===== config.mk =====
export PLATFORM = sky130hd
export DESIGN_NAME = odsc_top
export DESIGN_NICKNAME = d
export VERILOG_FILES = /design/src/core/odsc_pkg.sv /design/src/core/odsc_top.sv
export SDC_FILE = /design/constraint.sdc
export NUM_CORES = 1
export LEC_CHECK = 0
export BUFFER_PORTS_ARGS = -buffer_cell sky130_fd_sc_hd__buf_2
export CORE_ASPECT_RATIO = 0.7
export CORE_MARGIN = 3
export CORE_UTILIZATION = 45
export DETAILED_ROUTE_END_ITERATION = 10
export GPL_TIMING_DRIVEN = 0
export PLACE_DENSITY_LB_ADDON = 0.15
export RECOVER_POWER = 50
export SYNTH_ARGS = -nofsm -noshare
export SYNTH_HDL_FRONTEND = slang
export SYNTH_SLANG_ARGS = --single-unit

===== constraint.sdc =====
create_clock -name clk -period 122.5 [get_ports clk]
set_clock_uncertainty 0.2 [all_clocks]
set_input_delay 36.75 -clock clk [delete_from_list [all_inputs] [get_ports clk]]
set_output_delay 36.75 -clock clk [all_outputs]
set_load 0.02 [all_outputs]

===== src/core/odsc_pkg.sv =====
// Constants for the octal DAC serial control block.
// Assumes a single 100 MHz system clock; all pins except clear_n are sampled by that clock.
package odsc_pkg;
  // Frame geometry
  localparam int unsigned FRAME_BITS  = 24;
  localparam int unsigned CNT_W       = 5;
  localparam logic [4:0]  FRAME_LAST  = 5'h18;
  localparam int unsigned NUM_CH      = 8;
  localparam int unsigned DATA_W      = 12;
  // Field positions inside the 24-bit word
  localparam int unsigned POS_PREFIX_HI = 23;
  localparam int unsigned POS_PREFIX_LO = 22;
  localparam int unsigned POS_LD_HI     = 21;
  localparam int unsigned POS_LD_LO     = 20;
  localparam int unsigned POS_PICK_HI   = 19;
  localparam int unsigned POS_PICK_LO   = 17;
  localparam int unsigned POS_PD        = 16;
  localparam int unsigned POS_DATA_HI   = 15;
  localparam int unsigned POS_DATA_LO   = 4;
  localparam int unsigned POS_PDM_HI    = 11;
  localparam int unsigned POS_PDM_LO    = 10;
  // Load control codes
  localparam logic [1:0] LD_BUF_ONLY  = 2'h0;
  localparam logic [1:0] LD_BUF_DAC   = 2'h1;
  localparam logic [1:0] LD_BUF_ALL   = 2'h2;
  localparam logic [1:0] LD_GROUP     = 2'h3;
  localparam logic [1:0] PREFIX_OK    = 2'h0;
  // Power-down modes
  localparam logic [1:0] PDM_HIZ      = 2'h0;
  localparam logic [1:0] PDM_1K       = 2'h1;
  localparam logic [1:0] PDM_100K     = 2'h2;
  // Register map (byte addresses)
  localparam int unsigned ADDR_W      = 8;
  localparam logic [7:0] ADDR_CTRL    = 8'h00;
  localparam logic [7:0] ADDR_STATUS  = 8'h04;
  localparam logic [7:0] ADDR_LAST    = 8'h08;
  localparam logic [2:0] PAGE_DAC     = 3'h1;
  localparam logic [2:0] PAGE_BUF     = 3'h2;
  localparam logic [31:0] CTRL_RST    = 32'h00000001;
  // Status bit positions
  localparam int unsigned ST_COMMIT   = 0;
  localparam int unsigned ST_ABORT    = 1;
  localparam int unsigned ST_REJECT   = 2;
  localparam int unsigned ST_PD_LO    = 8;
  localparam int unsigned ST_SLEEP    = 16;
  localparam int unsigned ST_CHAIN    = 17;
  localparam int unsigned ST_FMT      = 18;
  // Bus responses
  localparam logic [1:0] RESP_OKAY    = 2'h0;
  localparam logic [1:0] RESP_SLVERR  = 2'h2;
  // Frame receiver states
  typedef enum logic [1:0] {ODSC_IDLE, ODSC_SHIFT, ODSC_FULL} odsc_state_t;
endpackage


===== src/core/odsc_top.sv =====
// Octal 12-bit DAC serial control: frame receiver, decoder, channel registers, AXI4-Lite view.
// Assumes serial pins come from a foreign clock and are oversampled by clk (100 MHz).
`timescale 1ns/1ps
module odsc_top #(
  parameter int unsigned NUM_CH = odsc_pkg::NUM_CH,
  parameter int unsigned DATA_W = odsc_pkg::DATA_W
) (
  input  wire logic                       clk,
  input  wire logic                       sys_rst,
  // Device pins
  input  wire logic                       frame_sync_n,
  input  wire logic                       serial_clk,
  input  wire logic                       serial_in,
  input  wire logic                       chain_enable,
  input  wire logic                       sleep_pin_n,
  input  wire logic                       clear_n,
  input  wire logic                       reset_level_select,
  output logic                            serial_out,
  output logic                            serial_out_oe_n,
  // Analog-side view
  output logic [NUM_CH*DATA_W-1:0]        dac_code,
  output logic [NUM_CH-1:0]               ch_power_down,
  output logic [2*NUM_CH-1:0]             ch_pd_mode,
  // AXI4-Lite slave
  input  wire logic [odsc_pkg::ADDR_W-1:0] s_axi_awaddr,
  input  wire logic                       s_axi_awvalid,
  output logic                            s_axi_awready,
  input  wire logic [31:0]                s_axi_wdata,
  input  wire logic [3:0]                 s_axi_wstrb,
  input  wire logic                       s_axi_wvalid,
  output logic                            s_axi_wready,
  output logic [1:0]                      s_axi_bresp,
  output logic                            s_axi_bvalid,
  input  wire logic                       s_axi_bready,
  input  wire logic [odsc_pkg::ADDR_W-1:0] s_axi_araddr,
  input  wire logic                       s_axi_arvalid,
  output logic                            s_axi_arready,
  output logic [31:0]                     s_axi_rdata,
  output logic [1:0]                      s_axi_rresp,
  output logic                            s_axi_rvalid,
  input  wire logic                       s_axi_rready
);

  // Clear pin acts as an asynchronous reset, same as power-on
  logic rst_all;
  assign rst_all = sys_rst | ~clear_n;

  // Two-stage synchronisers plus one delay stage for edge detection
  logic [2:0] sync_sh_q;
  logic [2:0] sclk_sh_q;
  logic [1:0] serial_in_sh_q;
  logic [1:0] chain_sh_q;
  logic [1:0] sleep_sh_q;
  logic [1:0] rsel_sh_q;
  always_ff @(posedge clk or posedge rst_all) begin
    if (rst_all) begin
      sync_sh_q  <= 3'h7;
      sclk_sh_q  <= 3'h7;
      serial_in_sh_q  <= 2'h0;
      chain_sh_q <= 2'h0;
      sleep_sh_q <= 2'h3;
      rsel_sh_q  <= 2'h0;
    end else begin
      sync_sh_q  <= {sync_sh_q[1:0], frame_sync_n};
      sclk_sh_q  <= {sclk_sh_q[1:0], serial_clk};
      serial_in_sh_q  <= {serial_in_sh_q[0], serial_in};
      chain_sh_q <= {chain_sh_q[0], chain_enable};
      sleep_sh_q <= {sleep_sh_q[0], sleep_pin_n};
      rsel_sh_q  <= {rsel_sh_q[0], reset_level_select};
    end
  end

  logic sync_s, sync_fall, sync_rise, sclk_fall, serial_in_s, chain_s, sleep_s, fmt_s;
  assign sync_s    = sync_sh_q[1];
  assign sync_fall = sync_sh_q[2] & ~sync_sh_q[1];
  assign sync_rise = ~sync_sh_q[2] & sync_sh_q[1];
  assign sclk_fall = sclk_sh_q[2] & ~sclk_sh_q[1];
  assign serial_in_s    = serial_in_sh_q[1];
  assign chain_s   = chain_sh_q[1];
  assign sleep_s   = sleep_sh_q[1];
  assign fmt_s     = rsel_sh_q[1];

  // Frame receiver
  odsc_pkg::odsc_state_t          state_q;
  logic [odsc_pkg::CNT_W-1:0]     cnt_q;
  logic [odsc_pkg::FRAME_BITS-1:0] shift_q;
  logic                           shift_en;
  logic                           full;
  logic [31:0]                    ctrl_q;
  assign full     = (cnt_q == odsc_pkg::FRAME_LAST);
  // Past 24 bits only chain mode keeps shifting
  assign shift_en = ~sync_s & sclk_fall & (state_q != odsc_pkg::ODSC_IDLE)
                    & (~full | chain_s);

  always_ff @(posedge clk or posedge rst_all) begin
    if (rst_all) begin
      state_q <= odsc_pkg::ODSC_IDLE;
      cnt_q   <= '0;
      shift_q <= '0;
    end else begin
      if (shift_en) begin
        shift_q <= {shift_q[odsc_pkg::FRAME_BITS-2:0], serial_in_s};
      end
      case (state_q)
        odsc_pkg::ODSC_IDLE: begin
          // A fresh frame needs sync to have gone high and low again
          if (sync_fall) begin
            state_q <= odsc_pkg::ODSC_SHIFT;
            cnt_q   <= '0;
          end
        end
        odsc_pkg::ODSC_SHIFT: begin
          if (sync_rise) begin
            state_q <= odsc_pkg::ODSC_IDLE;
          end else if (shift_en) begin
            cnt_q <= cnt_q + 5'h1;
            if (cnt_q == odsc_pkg::FRAME_LAST - 5'h1) begin
              state_q <= odsc_pkg::ODSC_FULL;
            end
          end
        end
        odsc_pkg::ODSC_FULL: begin
          if (sync_rise) begin
            state_q <= odsc_pkg::ODSC_IDLE;
          end
        end
        default: state_q <= odsc_pkg::ODSC_IDLE;
      endcase
    end
  end

  // Commit or abort decision on the sync rising edge
  logic commit, abort_ev, reject_ev;
  logic [1:0]        prefix, ld;
  logic [2:0]        pick;
  logic              pd_bit;
  logic [DATA_W-1:0] data;
  logic [1:0]        pdm;
  assign prefix    = shift_q[odsc_pkg::POS_PREFIX_HI:odsc_pkg::POS_PREFIX_LO];
  assign ld        = shift_q[odsc_pkg::POS_LD_HI:odsc_pkg::POS_LD_LO];
  assign pick      = shift_q[odsc_pkg::POS_PICK_HI:odsc_pkg::POS_PICK_LO];
  assign pd_bit    = shift_q[odsc_pkg::POS_PD];
  assign data      = shift_q[odsc_pkg::POS_DATA_HI:odsc_pkg::POS_DATA_LO];
  assign pdm       = shift_q[odsc_pkg::POS_PDM_HI:odsc_pkg::POS_PDM_LO];
  // Software may block commits through the control register
  assign commit    = sync_rise & (state_q == odsc_pkg::ODSC_FULL) & ctrl_q[0]
                     & (prefix == odsc_pkg::PREFIX_OK);
  assign abort_ev  = sync_rise & (state_q == odsc_pkg::ODSC_SHIFT);
  assign reject_ev = sync_rise & (state_q == odsc_pkg::ODSC_FULL) & ~commit;

  // Channel masks: group load ends at pick[1:0]*2+1, group power-down at pick+1
  logic [NUM_CH-1:0] sel_mask, grp_load_mask, grp_pd_mask;
  always_comb begin
    sel_mask      = '0;
    grp_load_mask = '0;
    grp_pd_mask   = '0;
    for (int i = 0; i < NUM_CH; i++) begin
      sel_mask[i]      = (pick == i[2:0]);
      grp_load_mask[i] = (i[2:0] <= {pick[1:0], 1'b1});
      grp_pd_mask[i]   = (i[3:0] <= {1'b0, pick} + 4'h1);
    end
  end

  // Next values of buffers, DAC registers and power-down state
  logic [NUM_CH-1:0][DATA_W-1:0] buf_q, buf_d, dac_q, dac_d;
  logic [NUM_CH-1:0]             pd_q, pd_d;
  logic [NUM_CH-1:0][1:0]        pdm_q, pdm_d;
  always_comb begin
    buf_d = buf_q;
    dac_d = dac_q;
    pd_d  = pd_q;
    pdm_d = pdm_q;
    if (commit) begin
      if (pd_bit) begin
        // Power-down scope follows the low load bit
        for (int i = 0; i < NUM_CH; i++) begin
          if (ld[0] ? grp_pd_mask[i] : sel_mask[i]) begin
            pd_d[i]  = 1'b1;
            pdm_d[i] = pdm;
          end
        end
      end else begin
        for (int i = 0; i < NUM_CH; i++) begin
          case (ld)
            odsc_pkg::LD_BUF_ONLY: begin
              if (sel_mask[i]) buf_d[i] = data;
            end
            odsc_pkg::LD_BUF_DAC: begin
              if (sel_mask[i]) begin
                buf_d[i] = data;
                dac_d[i] = data;
                pd_d[i]  = 1'b0;
              end
            end
            odsc_pkg::LD_BUF_ALL: begin
              if (sel_mask[i]) buf_d[i] = data;
              dac_d[i] = sel_mask[i] ? data : buf_q[i];
              pd_d[i]  = 1'b0;
            end
            odsc_pkg::LD_GROUP: begin
              if (grp_load_mask[i]) begin
                if (pick[2]) buf_d[i] = data;
                dac_d[i] = pick[2] ? data : buf_q[i];
                pd_d[i]  = 1'b0;
              end
            end
            default: buf_d[i] = buf_q[i];
          endcase
        end
      end
    end
  end

  // Raw codes reset to zero; the output stage maps zero to the reset level
  always_ff @(posedge clk or posedge rst_all) begin
    if (rst_all) begin
      buf_q <= '0;
      dac_q <= '0;
    end else begin
      buf_q <= buf_d;
      dac_q <= dac_d;
    end
  end

  // Power-down state per channel
  always_ff @(posedge clk or posedge rst_all) begin
    if (rst_all) begin
      pd_q  <= '0;
      pdm_q <= '0;
    end else begin
      pd_q  <= pd_d;
      pdm_q <= pdm_d;
    end
  end

  // Output stage: format flip and sleep override, stored state untouched
  logic [NUM_CH*DATA_W-1:0] dac_code_q;
  logic [NUM_CH-1:0]        ch_pd_q;
  logic [2*NUM_CH-1:0]      ch_pdm_q;
  always_ff @(posedge clk or posedge rst_all) begin
    if (rst_all) begin
      dac_code_q <= '0;
      ch_pd_q    <= '0;
      ch_pdm_q   <= '0;
    end else begin
      for (int i = 0; i < NUM_CH; i++) begin
        dac_code_q[i*DATA_W +: DATA_W] <= dac_q[i] ^ {fmt_s, {(DATA_W-1){1'b0}}};
        ch_pd_q[i]      <= pd_q[i] | ~sleep_s;
        ch_pdm_q[i*2 +: 2] <= sleep_s ? pdm_q[i] : odsc_pkg::PDM_HIZ;
      end
    end
  end
  assign dac_code      = dac_code_q;
  assign ch_power_down = ch_pd_q;
  assign ch_pd_mode    = ch_pdm_q;

  // Serial out carries the bit shifted in 24 clocks earlier
  logic so_q, so_oe_n_q;
  always_ff @(posedge clk or posedge rst_all) begin
    if (rst_all) begin
      so_q      <= 1'b0;
      so_oe_n_q <= 1'b1;
    end else begin
      so_q      <= shift_q[odsc_pkg::FRAME_BITS-1];
      so_oe_n_q <= sync_s | ~chain_s;
    end
  end
  assign serial_out      = so_q;
  assign serial_out_oe_n = so_oe_n_q;

  // Sticky frame events; a new event beats a same-cycle clear
  logic [2:0]  st_q;
  logic [23:0] last_q;
  logic        wr_go;
  logic [7:0]  wr_addr_q;
  logic [31:0] wr_data_q;
  logic [3:0]  wr_strb_q;
  logic        st_clr_en;
  assign st_clr_en = wr_go & (wr_addr_q == odsc_pkg::ADDR_STATUS) & wr_strb_q[0];
  always_ff @(posedge clk or posedge rst_all) begin
    if (rst_all) begin
      st_q   <= '0;
      last_q <= '0;
    end else begin
      st_q <= (st_q & ~(st_clr_en ? wr_data_q[2:0] : 3'h0)) | {reject_ev, abort_ev, commit};
      if (commit) last_q <= shift_q;
    end
  end

  // AXI write path: address and data taken independently, answered together
  logic awready_q, wready_q, bvalid_q;
  logic [1:0] bresp_q;
  logic wr_hit;
  assign wr_go  = ~awready_q & ~wready_q & ~bvalid_q;
  assign wr_hit = (wr_addr_q == odsc_pkg::ADDR_CTRL) | (wr_addr_q == odsc_pkg::ADDR_STATUS);
  always_ff @(posedge clk or posedge rst_all) begin
    if (rst_all) begin
      awready_q <= 1'b1;
      wready_q  <= 1'b1;
      bvalid_q  <= 1'b0;
      bresp_q   <= odsc_pkg::RESP_OKAY;
      wr_addr_q <= '0;
      wr_data_q <= '0;
      wr_strb_q <= '0;
    end else begin
      if (s_axi_awvalid & awready_q) begin
        awready_q <= 1'b0;
        wr_addr_q <= {s_axi_awaddr[7:2], 2'h0};
      end
      if (s_axi_wvalid & wready_q) begin
        wready_q  <= 1'b0;
        wr_data_q <= s_axi_wdata;
        wr_strb_q <= s_axi_wstrb;
      end
      if (wr_go) begin
        bvalid_q <= 1'b1;
        bresp_q  <= wr_hit ? odsc_pkg::RESP_OKAY : odsc_pkg::RESP_SLVERR;
      end
      if (bvalid_q & s_axi_bready) begin
        bvalid_q  <= 1'b0;
        awready_q <= 1'b1;
        wready_q  <= 1'b1;
      end
    end
  end

  // Control register: bit 0 enables commits
  always_ff @(posedge clk or posedge rst_all) begin
    if (rst_all) begin
      ctrl_q <= odsc_pkg::CTRL_RST;
    end else if (wr_go & (wr_addr_q == odsc_pkg::ADDR_CTRL)) begin
      for (int b = 0; b < 4; b++) begin
        if (wr_strb_q[b]) ctrl_q[b*8 +: 8] <= wr_data_q[b*8 +: 8];
      end
    end
  end

  // AXI read path: answer in the cycle after the address is taken
  logic        arready_q, rvalid_q;
  logic [31:0] rdata_q, rd_mux;
  logic [1:0]  rresp_q;
  logic        rd_hit;
  always_comb begin
    rd_mux = 32'h0;
    rd_hit = 1'b1;
    if (s_axi_araddr[7:5] == odsc_pkg::PAGE_DAC) begin
      rd_mux[DATA_W-1:0] = dac_q[s_axi_araddr[4:2]];
      rd_mux[DATA_W]     = pd_q[s_axi_araddr[4:2]];
      rd_mux[DATA_W+2 -: 2] = pdm_q[s_axi_araddr[4:2]];
    end else if (s_axi_araddr[7:5] == odsc_pkg::PAGE_BUF) begin
      rd_mux[DATA_W-1:0] = buf_q[s_axi_araddr[4:2]];
    end else begin
      case ({s_axi_araddr[7:2], 2'h0})
        odsc_pkg::ADDR_CTRL:   rd_mux = ctrl_q;
        odsc_pkg::ADDR_STATUS: begin
          rd_mux[2:0]                                 = st_q;
          rd_mux[odsc_pkg::ST_PD_LO +: NUM_CH]        = pd_q;
          rd_mux[odsc_pkg::ST_SLEEP]                  = ~sleep_s;
          rd_mux[odsc_pkg::ST_CHAIN]                  = chain_s;
          rd_mux[odsc_pkg::ST_FMT]                    = fmt_s;
        end
        odsc_pkg::ADDR_LAST:   rd_mux[23:0] = last_q;
        default:               rd_hit = 1'b0;
      endcase
    end
  end

  always_ff @(posedge clk or posedge rst_all) begin
    if (rst_all) begin
      arready_q <= 1'b1;
      rvalid_q  <= 1'b0;
      rdata_q   <= '0;
      rresp_q   <= odsc_pkg::RESP_OKAY;
    end else begin
      if (s_axi_arvalid & arready_q) begin
        arready_q <= 1'b0;
        rvalid_q  <= 1'b1;
        rdata_q   <= rd_mux;
        rresp_q   <= rd_hit ? odsc_pkg::RESP_OKAY : odsc_pkg::RESP_SLVERR;
      end else if (rvalid_q & s_axi_rready) begin
        rvalid_q  <= 1'b0;
        arready_q <= 1'b1;
      end
    end
  end

  assign s_axi_awready = awready_q;
  assign s_axi_wready  = wready_q;
  assign s_axi_bvalid  = bvalid_q;
  assign s_axi_bresp   = bresp_q;
  assign s_axi_arready = arready_q;
  assign s_axi_rvalid  = rvalid_q;
  assign s_axi_rdata   = rdata_q;
  assign s_axi_rresp   = rresp_q;
endmodule


# Yosys cells after proc, flatten, opt, wreduce, memory -nomap -nowiden
# Index checks and enable logic that the tools add are counted.
# totals
elab_cells	397
register_bits	525
output_inout_bits	163
inputBits	66
# classes
n_bitwise	56
add_sub_neg	2
mux	140
n_eq_ne	65
n_lt_le_gt_ge	17
n_reduce_logical	54
# op_table
operator	n
12-bit two-way mux	35
12-bit one-hot mux with 3 select lines	8
12-bit one-hot mux with 2 select lines	8
12-bit bitwise XOR	8
5-bit AND reduction	16
12-bit binary-select mux with 3-bit select	2
3-bit inequality test (second input constant)	18
3-bit AND reduction	16
1-bit two-way mux	46
2-bit inequality test (second input constant)	20
11-bit one-hot mux with 3 select lines	1
2-bit two-way mux	16
5-bit one-hot mux with 2 select lines	3
1-bit one-hot mux with 3 select lines	8
1-bit AND	21
20-bit two-way mux	1
17-bit two-way mux	1
3-bit by 4-bit <= comparator with 1-bit output (first input constant)	4
8-bit two-way mux	2
2-bit by 1-bit inequality test with 1-bit output (second input constant)	8
15-bit two-way mux	1
5-bit two-way mux	3
3-bit equality test (second input constant)	4
6-bit by 1-bit equality test with 1-bit output (second input constant)	2
34 further kinds	82

# Depth between registers and ports, before layout
# Gate-level depths: netlist of the first run.
# logic_depth
depth_word	9
depth_mapped	10
mapped_depth_nobuf	7

# Worst setup path before layout of the first run
# OpenSTA, ideal clock, no wires.
# synth_timing
path_kind	input -> register
startpoint	input s_axi_araddr[2] in the netlist's numbering
endpoint	register rdata_q[9] (netlist: s_axi_rdata[9])
slack_ns	83.982
setup_ns	0.137
path_buffers	2
t_required_ns	122.163
stages	6
arrival_ns	38.180
cell_sequence	buf_2 > buf_2 > mux4_2 > mux2_2 > nand2_1 > a31oi_1
# synth_between
elab_chain_cells	4
elab_cells_between_ends	10
cone_classes	eq/ne: 2; mux: 7; reduce/logical: 1
# synth_lines
element	line	rtl
from (decl)	odsc_top.sv:35	input wire logic [odsc_pkg::ADDR_W-1:0] s_axi_araddr,
6-bit by 2-bit equality test with 1-bit output, or another cell as far along	odsc_top.sv:353	case ({s_axi_araddr[7:2], 2'h0})
11-bit one-hot mux with 3 select lines or 12-bit two-way mux (tied branches)	odsc_top.sv:353, odsc_top.sv:351	
12-bit two-way mux	odsc_top.sv:350	end else if (s_axi_araddr[7:5] == odsc_pkg::PAGE_BUF) begin
15-bit two-way mux (*)	odsc_top.sv:346	if (s_axi_araddr[7:5] == odsc_pkg::PAGE_DAC) begin
to (signal assigned)	odsc_top.sv:378	rdata_q <= rd_mux;
to (decl)	odsc_top.sv:340	logic [31:0] rdata_q, rd_mux;
# Mark *: on every way between the ends. The rest lies on a longest branch, timed or not. The select of a mux whose other input is x is not followed.
# A chain may end at the register's enable or synchronous reset.

==> results of run 1 <==
[routing by layer]
metal | share of wire (%) | wire length, um | GRT usage, %
met5 | 0.017 | 13 | 0
met3 | 11 | 9040 | 8.40
met1 | 47 | 37000 | 48.1
met2 | 40 | 31300 | 39.9
met4 | 1.8 | 1430 | 5.66
[synth_stat cells, types with 4 or more instances]
cell | number | area, um^2
o21ai_0 | 163 | 816
a211oi_1 | 5 | 37.5
clkbuf_1 | 98 | 368
a22oi_1 | 81 | 608
a31oi_1 | 11 | 68.8
o221a_2 | 4 | 45.0
ha_1 | 13 | 163
mux2_4 | 6 | 90.1
nor2b_1 | 17 | 106
xor2_1 | 8 | 70.1
a21oi_1 | 102 | 510
nor2_1 | 95 | 357
buf_2 | 31 | 155
o2bb2ai_1 | 4 | 35.0
mux4_2 | 26 | 586
and2_1 | 25 | 156
o211ai_1 | 5 | 37.5
a22o_1 | 6 | 52.6
o22ai_1 | 7 | 43.8
buf_4 | 7 | 52.6
nand2b_1 | 19 | 119
nor3_1 | 5 | 25.0
a222oi_1 | 36 | 360
buf_1 | 5 | 18.8
mux2i_1 | 73 | 731
o221ai_1 | 4 | 35.0
nand3_1 | 26 | 130
and3_1 | 4 | 25.0
dfstp_2 | 13 | 342
dfrtp_1 | 510 | 12800
mux2_2 | 176 | 1980
nor4_1 | 4 | 25.0
inv_1 | 55 | 206
nand2_1 | 227 | 852
nand2_4 | 4 | 45.0
[sequential cells by signal (all words and copies together), names as in the netlist, 16 cells and up]
register and flops:
dac_code 96, shift_q 24, buf_q 96, ch_pd_mode 16, s_axi_rdata 32, pdm_q 16
dac_q 96, last_q 24, wr_data_q 32, ctrl_q 32
[kinds of logic (layout without fill, tap and decap cells)]
| family | count (synthesis) | after routing |
|---|---|---|
| other | 1 | 2 |
| and+or+nand+nor | 451 | 451 |
| buffers and inverters | 199 | 531 |
| AOI/OAI and AO/OA | 447 | 447 |
| xor gates and xnor gates | 9 | 9 |
| DFF | 523 | 523 |
| muxes | 283 | 283 |
| adders and majority gates | 13 | 13 |
[cell type report]
type	instances	area, um^2
buffer	142	583
clock buffer	71	1460
clock inverter	24	373
fill	4250	22200
inverter	57	214
multi-input combinational	1205	8470
sequential	523	13100
tap	655	820
timing repair buffer	237	1360
[stage by stage]
stage,hold slack (ns),cells,instance area (um^2),utilization (%),setup WS [ns]
after floorplan,0.131,1927,22500,-,52.06
after global placement,0.134,2802,24400,50.2,40.35
after detailed placement,0.137,2819,24800,50.9,82.80
after CTS,0.151,2914,26600,54.7,83.41
after global routing,0.153,2914,26400,54.2,81.40
final,0.150,2914,26400,54.2,82.24
[worst max-delay path by stage]
| stage | startpoint | slack (ns) | cells past startpoint | end |
|---|---|---|---|---|
| 2_1_floorplan | sys_rst | 52.06 | 1 | buf_q[0] |
| 3_3_place_gp | clear_n | 40.35 | 2 | ch_pd_mode[11] |
| 3_5_place_dp | s_axi_araddr[3] | 82.80 | 7 | s_axi_rdata[2] |
| 4_1_cts | s_axi_araddr[3] | 83.41 | 7 | s_axi_rdata[2] |
| 5_1_grt | clear_n | 81.40 | 4 | wr_strb_q[2] |
| 6_report | clear_n | 82.24 | 4 | wr_strb_q[2] |
[power groups by stage]
stage / clock network, uW / logic [uW] / registers (uW)
6_report: 172 / 46.0 / 201
5_1_grt: 182 / 50.2 / 203
4_1_cts: 174 / 47.8 / 202
3_5_place_dp: 0 / 47.6 / 205
3_3_place_gp: 0 / 44.9 / 204
2_1_floorplan: 0 / 27.7 / 205
==> flow_metrics.py, run 1 <==
metrics = {
    "status": {
        "run_status": "finished, violations left",
        "failed_checks": "capacitance limit, slew limit",
    },
    "critical_path": {
        "crit_top_cell": "clkbuf_1",
        "cp_data_required_time_ns": 122.76,
        "crit_chain": "buf_2 > nor2b_1 > clkbuf_1 > clkbuf_1",
        "worstPathArrival_ns": 40.52,
        "critPathTopFamily": "buffers and inverters",
        "ff2ff_path_depth": 9,
        "crit_fanout": 29,
        "rrSetupSlack_ns": 118.38,
        "r2r_end": "dac_q[10]",
        "slowest_delay_ns": 1.36,
        "crit_type": "in -> async",
        "timing.rr.start": "shift_q[20]",
        "cp-start-kind": "input port",
        "slowest_stage": "nor2b_1",
        "cp-end-kind": "asynchronous set/reset pin",
        "path_buf_inv": 3,
    },
    "power_and_ir_drop": {
        "power.density_nw_per_um2": 15.9,
        "p_switching_uw": 106,
        "total_power_uw": 419,
        "combPwrFrac_pct": 11.0,
        "p_clk_share_pct": 41.0,
        "p_seq_share_pct": 48.0,
        "p_leak_uw": 0.0125,
        "peakVddDrop_mv": 0.0125,
        "switching_share_pct": 25.3,
        "p_int_uw": 313,
    },
    "global_routing": {
        "grt_max_degree": 38,
        "grt_pass1_wl_um": 115000,
        "grt_antenna_before_repair": 4,
        "grt_pass1_vias": 16800,
        "grt_use_total_pct": 29.9,
        "grt-ovfl-total": 0,
    },
    "clock_tree": {
        "clockBufferDepth": 3,
        "clock_sinks": 523,
        "worstSkewPairLatency_ns": 0.61,
        "cts_tree": "done",
        "htreeDepth": 2,
        "cts_setup_buffers": 0,
        "cts_buffers": 51,
        "ctsHoldBuffers": 0,
        "root_buffer": "clkbuf_16",
        "clk_pin_slew_worst_paths_ns": 0.06,
        "postCtsResizedCells": 0,
    },
    "placement": {
        "port_buffers": 220,
        "place_hpwl_um": 59700,
        "gp_congestion": 0.989,
    },
    "die": {
        "die_area_um2": 52700,
        "initial_utilization_pct": 46.2,
        "std_cell_rows": 67,
        "die_h_um": 193,
        "fp.dieW_um": 273,
        "core_area_um2": 48600,
        "ios": 229,
    },
    "logic_synthesis": {
        "synth_cells": 1926,
        "synthMuxAreaShare_pct": 15.2,
        "syn_avg_cell_area_um2": 11.7,
        "synth_compound_area_share_pct": 12.5,
        "ys_ff_latch": 523,
        "synth_top_family_by_area": "multiplexers",
        "synthXorXnorAreaFrac_pct": 0.351,
        "synthAdderAreaFrac_pct": 0.724,
        "ys_types": 68,
        "ys_seq_area_share_pct": 58.3,
        "syn_area_um2": 22500,
        "synthSimpleGateAreaFrac_pct": 9.30,
        "async_reset_ff_share_pct": 100,
        "yosysWarnings": 0,
        "synth_top_flop_cell": "dfrtp_1",
        "synth_edf_count": 0,
    },
    "sta": {
        "worstMarginPinSlew_ns": 2.07,
        "max_freq_mhz": 24.8,
        "relSlewSlack_pct": -39.3,
        "finalMaxSlewViolations": 94,
        "setup_tns_ns": 0,
        "period_share_pct": 32.9,
        "setup_viol": 0,
        "min_period_ns": 40.26,
        "rsz0062_at_grt": "no",
        "finalHoldViolCount": 0,
    },
    "hold_path": {
        "min_to": "serial_in_sh_q[1]",
        "min_delay_path_depth": 0,
        "hold_class": "reg -> reg",
        "hp-start": "serial_in_sh_q[0]",
    },
    "final_layout": {
        "drive_gt1_share_pct": 25.0,
        "nets": 2296,
        "n_antenna_cell": 0,
        "mostFrequentLayoutCells": "dfrtp_1, buf_2, nand2_1",
        "final_common_cell": "dfrtp_1",
        "syn_to_final_growth_pct": 17.3,
    },
    "drt": {
        "vias_per_cell": 6.00,
        "wire_per_inst_um": 27.0,
        "routed_wl_um": 78700,
        "drc_errors": 0,
        "first_pass_iters": 8,
        "detail-route-antenna-nets": 0,
        "vias": 17500,
        "drt-initial-drc-count": 2382,
    },
    "job": {
        "cap_viol_max_count": 4,
    },
}
Note: power is estimated with default switching activity, not from simulation.
==> run 2, diff against run 1 <==
Clock period 122.5 ns to 41.9 ns, I/O delays scaled along.
==> run 2 against run 1 <==
  * The run still ends with capacitance limit, slew limit left
  * Flip-flop and latch count unchanged
  * Clock-buffer cell count increased by 3
  * Combinational power increased to 2.9 times the previous value
  * Routed wire length increased by 0.85%
  * Non-clock buffer count increased by 1
  * Final area decreased by 0.37%
  * Via count decreased by 1.4%
  * Hold slack got worse by 0.0016 ns
  * Power increased to 2.8 times the previous value
==> flow_metrics.py, run 2 (synthesis gave the netlist of run 1 again) <==
metrics = {
    "status": {
        "run_status": "finished, violations left",
        "failed_checks": "capacitance limit, slew limit",
    },
    "drt": {
        "m1WireLength_um": 37200,
        "routed_wl_um": 79400,
        "detail-route-antenna-nets": 0,
        "route.met2.wl_um": 31700,
        "vias": 17200,
        "first_pass_iters": 8,
        "drt-initial-drc-count": 2232,
        "wire_per_inst_um": 27.2,
        "top_layer": "met4",
        "vias_per_cell": 5.91,
        "drc_errors": 0,
        "routed-wl-met3_um": 9150,
    },
    "hold_path": {
        "min_delay_path_depth": 0,
        "hp-start": "serial_in_sh_q[0]",
        "min_to": "serial_in_sh_q[1]",
        "hold_class": "reg -> reg",
    },
    "sta": {
        "finalHoldViolCount": 0,
        "relSlewSlack_pct": -29.8,
        "period_share_pct": 39.4,
        "worstMarginPinSlew_ns": 1.93,
        "setup_viol": 0,
        "fin_ws_ns": 25.37,
        "finalHoldWorstSlack_ns": 0.148,
        "rsz0062_at_grt": "no",
        "max_freq_mhz": 60.5,
        "finalMaxSlewViolations": 147,
        "min_period_ns": 16.53,
        "setup_tns_ns": 0,
    },
    "final_layout": {
        "nets": 2297,
        "multi_input_area_um2": 8470,
        "drive_gt1_share_pct": 25.0,
        "final_common_cell": "dfrtp_1",
        "fill_cells": 4291,
        "mostFrequentLayoutCells": "dfrtp_1, buf_2, nand2_1",
        "regArea_um2": 13100,
        "syn_to_final_growth_pct": 16.9,
    },
    "global_routing": {
        "grt_max_degree": 36,
        "grt_pass1_wl_um": 115000,
        "grt_antenna_before_repair": 2,
        "grt_use_total_pct": 30.0,
        "grt_pass1_vias": 16700,
        "grt-ovfl-total": 0,
    },
    "clock_tree": {
        "cts_setup_buffers": 0,
        "root_buffer": "clkbuf_16",
        "ctsHoldBuffers": 0,
        "clock_sinks": 523,
        "cts_tree": "done",
        "clk_pin_slew_worst_paths_ns": 0.06,
        "htreeDepth": 2,
        "postCtsResizedCells": 0,
        "worstSkewPairLatency_ns": 0.59,
        "clockBufferDepth": 3,
        "cts_buffers": 51,
    },
    "power_and_ir_drop": {
        "peakVddDrop_mv": 0.0321,
        "total_power_uw": 1190,
        "power.density_nw_per_um2": 45.3,
        "p_leak_uw": 0.0124,
    },
    "critical_path": {
        "crit_fanout": 35,
        "rrSetupSlack_ns": 37.83,
        "timing.rr.start": "shift_q[20]",
        "ff2ff_path_depth": 10,
        "cp-start-kind": "input port",
        "crit_type": "in -> async",
        "cp-end-kind": "asynchronous set/reset pin",
        "r2r_end": "dac_q[17]",
        "cp_data_required_time_ns": 42.46,
        "worstPathArrival_ns": 17.09,
    },
    "die": {
        "die_h_um": 193,
        "std_cell_rows": 67,
        "ios": 229,
        "fp.dieW_um": 273,
        "initial_utilization_pct": 46.2,
        "core_area_um2": 48600,
        "die_area_um2": 52700,
    },
    "placement": {
        "gp_congestion": 0.958,
        "port_buffers": 220,
        "pre_cts_slack_ns": 26.38,
        "place_hpwl_um": 60500,
    },
    "job": {
        "cap_viol_max_count": 6,
    },
}
## run 2: changes by cell type in the layout (fill, tap and decap cells not counted), sizes merged
cell,previous run,this run
inv,58,55
clkbuf,192,194
bufinv,9,3
clkinvlp,2,3
clkinv,12,17
diode,0,1
buf,258,260
## run 2: power breakdown
group,total (uW),internal (uW),switching (uW)
combinational,135,59.8,74.9
clock,467,270,197
sequential,588,556,31.9
total,1190,886,304
## run 2: metrics by stage
| step | cell area (um^2) | std cells | utilization, % |
|---|---|---|---|
| finish | 26300 | 2916 | 54.0 |
| global placement | 24400 | 2802 | 50.2 |
| global route | 26300 | 2915 | 54.0 |
| CTS | 26500 | 2915 | 54.5 |
| floorplan | 22500 | 1927 | - |
| detailed placement | 24800 | 2820 | 51.0 |
## run 2: layer usage
layer / global-route usage, % / up-vias
met1: 46.8 / 8785
met3: 9.83 / 99
met4: 6.19 / 0
met5: 0 / -
met2: 40.4 / 900
li1: - / 7453
## run 2: critical path, stage by stage
cell and delay (ns):
buf_2 0.07, nor2b_1 1.31, clkbuf_1 0.86, clkbuf_1 1.42, buf_12 0.32, buf_12 0.23, buf_12 0.23
## run 2: worst max-delay path by stage
stage	slack (ns)	from	end	cells after the start
after floorplan	10.29	clear_n	buf_q[0]	1
after global placement	3.15	clear_n	ch_pd_mode[11]	2
after detailed placement	26.38	s_axi_araddr[3]	s_axi_rdata[2]	7
after CTS	27.00	s_axi_araddr[3]	s_axi_rdata[2]	7
after global routing	24.59	sys_rst	ch_pd_mode[8]	7
final	25.37	clear_n	ch_pd_mode[10]	7
## run 2: final cells by class
cell class | instances | area share, %
flip-flops and latches | 523 | 49.9
clock buffers | 74 | 5.77
diodes | 1 | 0.00952
repair buffers | 238 | 5.24
clock inverters | 21 | 0.743
well taps | 655 | 3.12
plain buffers | 142 | 2.22
inverters | 57 | 0.814
multi-input cells | 1205 | 32.2
==> run 3, diff against run 2 <==
Clock period 41.9 ns to 15.9 ns, I/O delays scaled along.
==> run 3 against run 2 <==
  * The flow still finishes with violations (capacitance limit, slew limit)
  * Non-clock buffer count unchanged
  * Combinational power increased to 2.6 times the previous value
  * Critical path type unchanged
  * Highest routed layer unchanged
  * First-iteration DRC count increased by 3.6%
  * Critical endpoint is now dac_q[4]
  * Global-route usage down 0.28 points
==> flow_metrics.py, run 3 (synthesis gave the netlist of run 1 again) <==
metrics = {
    "status": {
        "run_status": "finished, violations left",
        "failed_checks": "capacitance limit, slew limit",
    },
    "clock_tree": {
        "clk_pin_slew_worst_paths_ns": 0.06,
        "clock_sinks": 523,
        "cts_tree": "done",
        "cts_buffers": 50,
        "cts_setup_buffers": 0,
        "root_buffer": "clkbuf_16",
        "ctsHoldBuffers": 0,
        "clockBufferDepth": 3,
        "htreeDepth": 2,
        "worstSkewPairLatency_ns": 0.58,
        "postCtsResizedCells": 0,
    },
    "critical_path": {
        "r2r_end": "dac_q[3]",
        "crit_fanout": 31,
        "ff2ff_path_depth": 9,
        "crit_type": "in -> async",
        "endpoint": "dac_q[4]",
        "timing.rr.start": "shift_q[20]",
        "cp-start-kind": "input port",
        "worstSetupStartpoint": "clear_n",
        "cp-end-kind": "asynchronous set/reset pin",
        "cp_data_required_time_ns": 16.49,
        "rrSetupSlack_ns": 11.93,
        "worstPathArrival_ns": 9.86,
    },
    "sta": {
        "setup_viol": 0,
        "finalMaxSlewViolations": 219,
        "period_share_pct": 58.3,
        "min_period_ns": 9.27,
        "relSlewSlack_pct": -40.2,
        "rsz0062_at_grt": "no",
        "max_freq_mhz": 108,
        "worstMarginPinSlew_ns": 2.10,
        "finalHoldViolCount": 0,
    },
    "global_routing": {
        "grt_pass1_wl_um": 114000,
        "grt_max_degree": 37,
        "grt_pass1_vias": 16800,
        "grt_antenna_before_repair": 3,
        "grt-ovfl-total": 0,
        "grt_use_total_pct": 29.7,
    },
    "drt": {
        "drc_errors": 0,
        "vias_per_cell": 5.92,
        "vias": 17200,
        "routed_wl_um": 78800,
        "wire_per_inst_um": 27.1,
        "first_pass_iters": 10,
        "drt-initial-drc-count": 2313,
        "detail-route-antenna-nets": 0,
    },
    "final_layout": {
        "syn_to_final_growth_pct": 16.6,
        "drive_gt1_share_pct": 24.9,
        "n_antenna_cell": 0,
        "mostFrequentLayoutCells": "dfrtp_1, buf_2, nand2_1",
        "nets": 2296,
        "finalNonFillerCells": 2911,
        "final_common_cell": "dfrtp_1",
    },
    "die": {
        "fp.dieW_um": 273,
        "die_area_um2": 52700,
        "std_cell_rows": 67,
        "die_h_um": 193,
        "core_area_um2": 48600,
        "ios": 229,
        "initial_utilization_pct": 46.2,
    },
    "placement": {
        "place_hpwl_um": 59700,
        "port_buffers": 220,
        "gp_congestion": 0.988,
        "place_inst": 2820,
    },
    "hold_path": {
        "hold_class": "reg -> reg",
    },
    "power_and_ir_drop": {
        "power.density_nw_per_um2": 119,
        "total_power_uw": 3110,
        "peakVddDrop_mv": 0.0997,
        "p_leak_uw": 0.0124,
    },
    "job": {
        "cap_viol_max_count": 8,
    },
}
run 3: cell types whose count changed in the layout (fill, tap and decap cells not counted):
cell       delta
diode_2       -1
and2_0        +1
a2111oi_1     -1
buf_12        -1
clkinv_4      -2
clkinv_2      +1
bufinv_16     -1
and2_1        -1
buf_2         -1
a2111oi_0     +1
run 3: critical path, cell delays in order:
cell and delay, ns:
buf_2 0.07, nor2b_1 1.56, clkbuf_1 1.32, clkbuf_1 1.37, buf_12 0.32, buf_16 0.20, buf_16 0.17
run 3: area by class of cell:
cell class              count  area, um^2
multi-input cells        1205        8470
inverters                  57         214
repair buffers            238        1360
fillers                  4338       22400
clock buffers              72        1510
well taps                 655         820
clock inverters            19         153
flip-flops and latches    523       13100
plain buffers             142         583
run 3: per-stage QoR:
step                cell area, um^2  hold slack, ns  setup TNS [ns]  worst slack [ns]  util (%)
floorplan                     22500           0.131               0             0.248         -
global placement              24400           0.135        -1978.96             -3.96      50.2
detailed placement            24800           0.145               0              8.12      51.0
CTS                           26500           0.156               0              8.73      54.4
global route                  26200           0.158               0              5.87      53.9
finish                        26200           0.151               0              6.63      53.9
run 3: worst min path at each step:
stage                   endpoint         startpoint  cells after the start  slack (ns)
5_1_grt            chain_sh_q[1]      chain_sh_q[0]                      0        0.16
3_3_place_gp   serial_in_sh_q[1]  serial_in_sh_q[0]                      0        0.13
6_report            rsel_sh_q[1]       rsel_sh_q[0]                      0        0.15
4_1_cts             rsel_sh_q[1]       rsel_sh_q[0]                      0        0.16
3_5_place_dp   serial_in_sh_q[1]  serial_in_sh_q[0]                      0        0.14
2_1_floorplan      chain_sh_q[1]      chain_sh_q[0]                      0        0.13
run 3: power breakdown:
| group | leakage [uW] | switching (uW) | internal (uW) |
|---|---|---|---|
| registers | 0.00705 | 82.4 | 1460 |
| clock network | 0.000825 | 522 | 690 |
| logic | 0.00454 | 198 | 157 |
| total | 0.0124 | 803 | 2310 |
run 3: metal layers:
| layer | up-vias | track usage (%) | wire (um) |
|---|---|---|---|
| li1 | 7418 | - | - |
| met1 | 8816 | 46.7 | 36600 |
| met2 | 901 | 39.5 | 31000 |
| met3 | 107 | 9.48 | 9370 |
| met4 | 0 | 6.83 | 1770 |
| met5 | - | 0 | 0 |
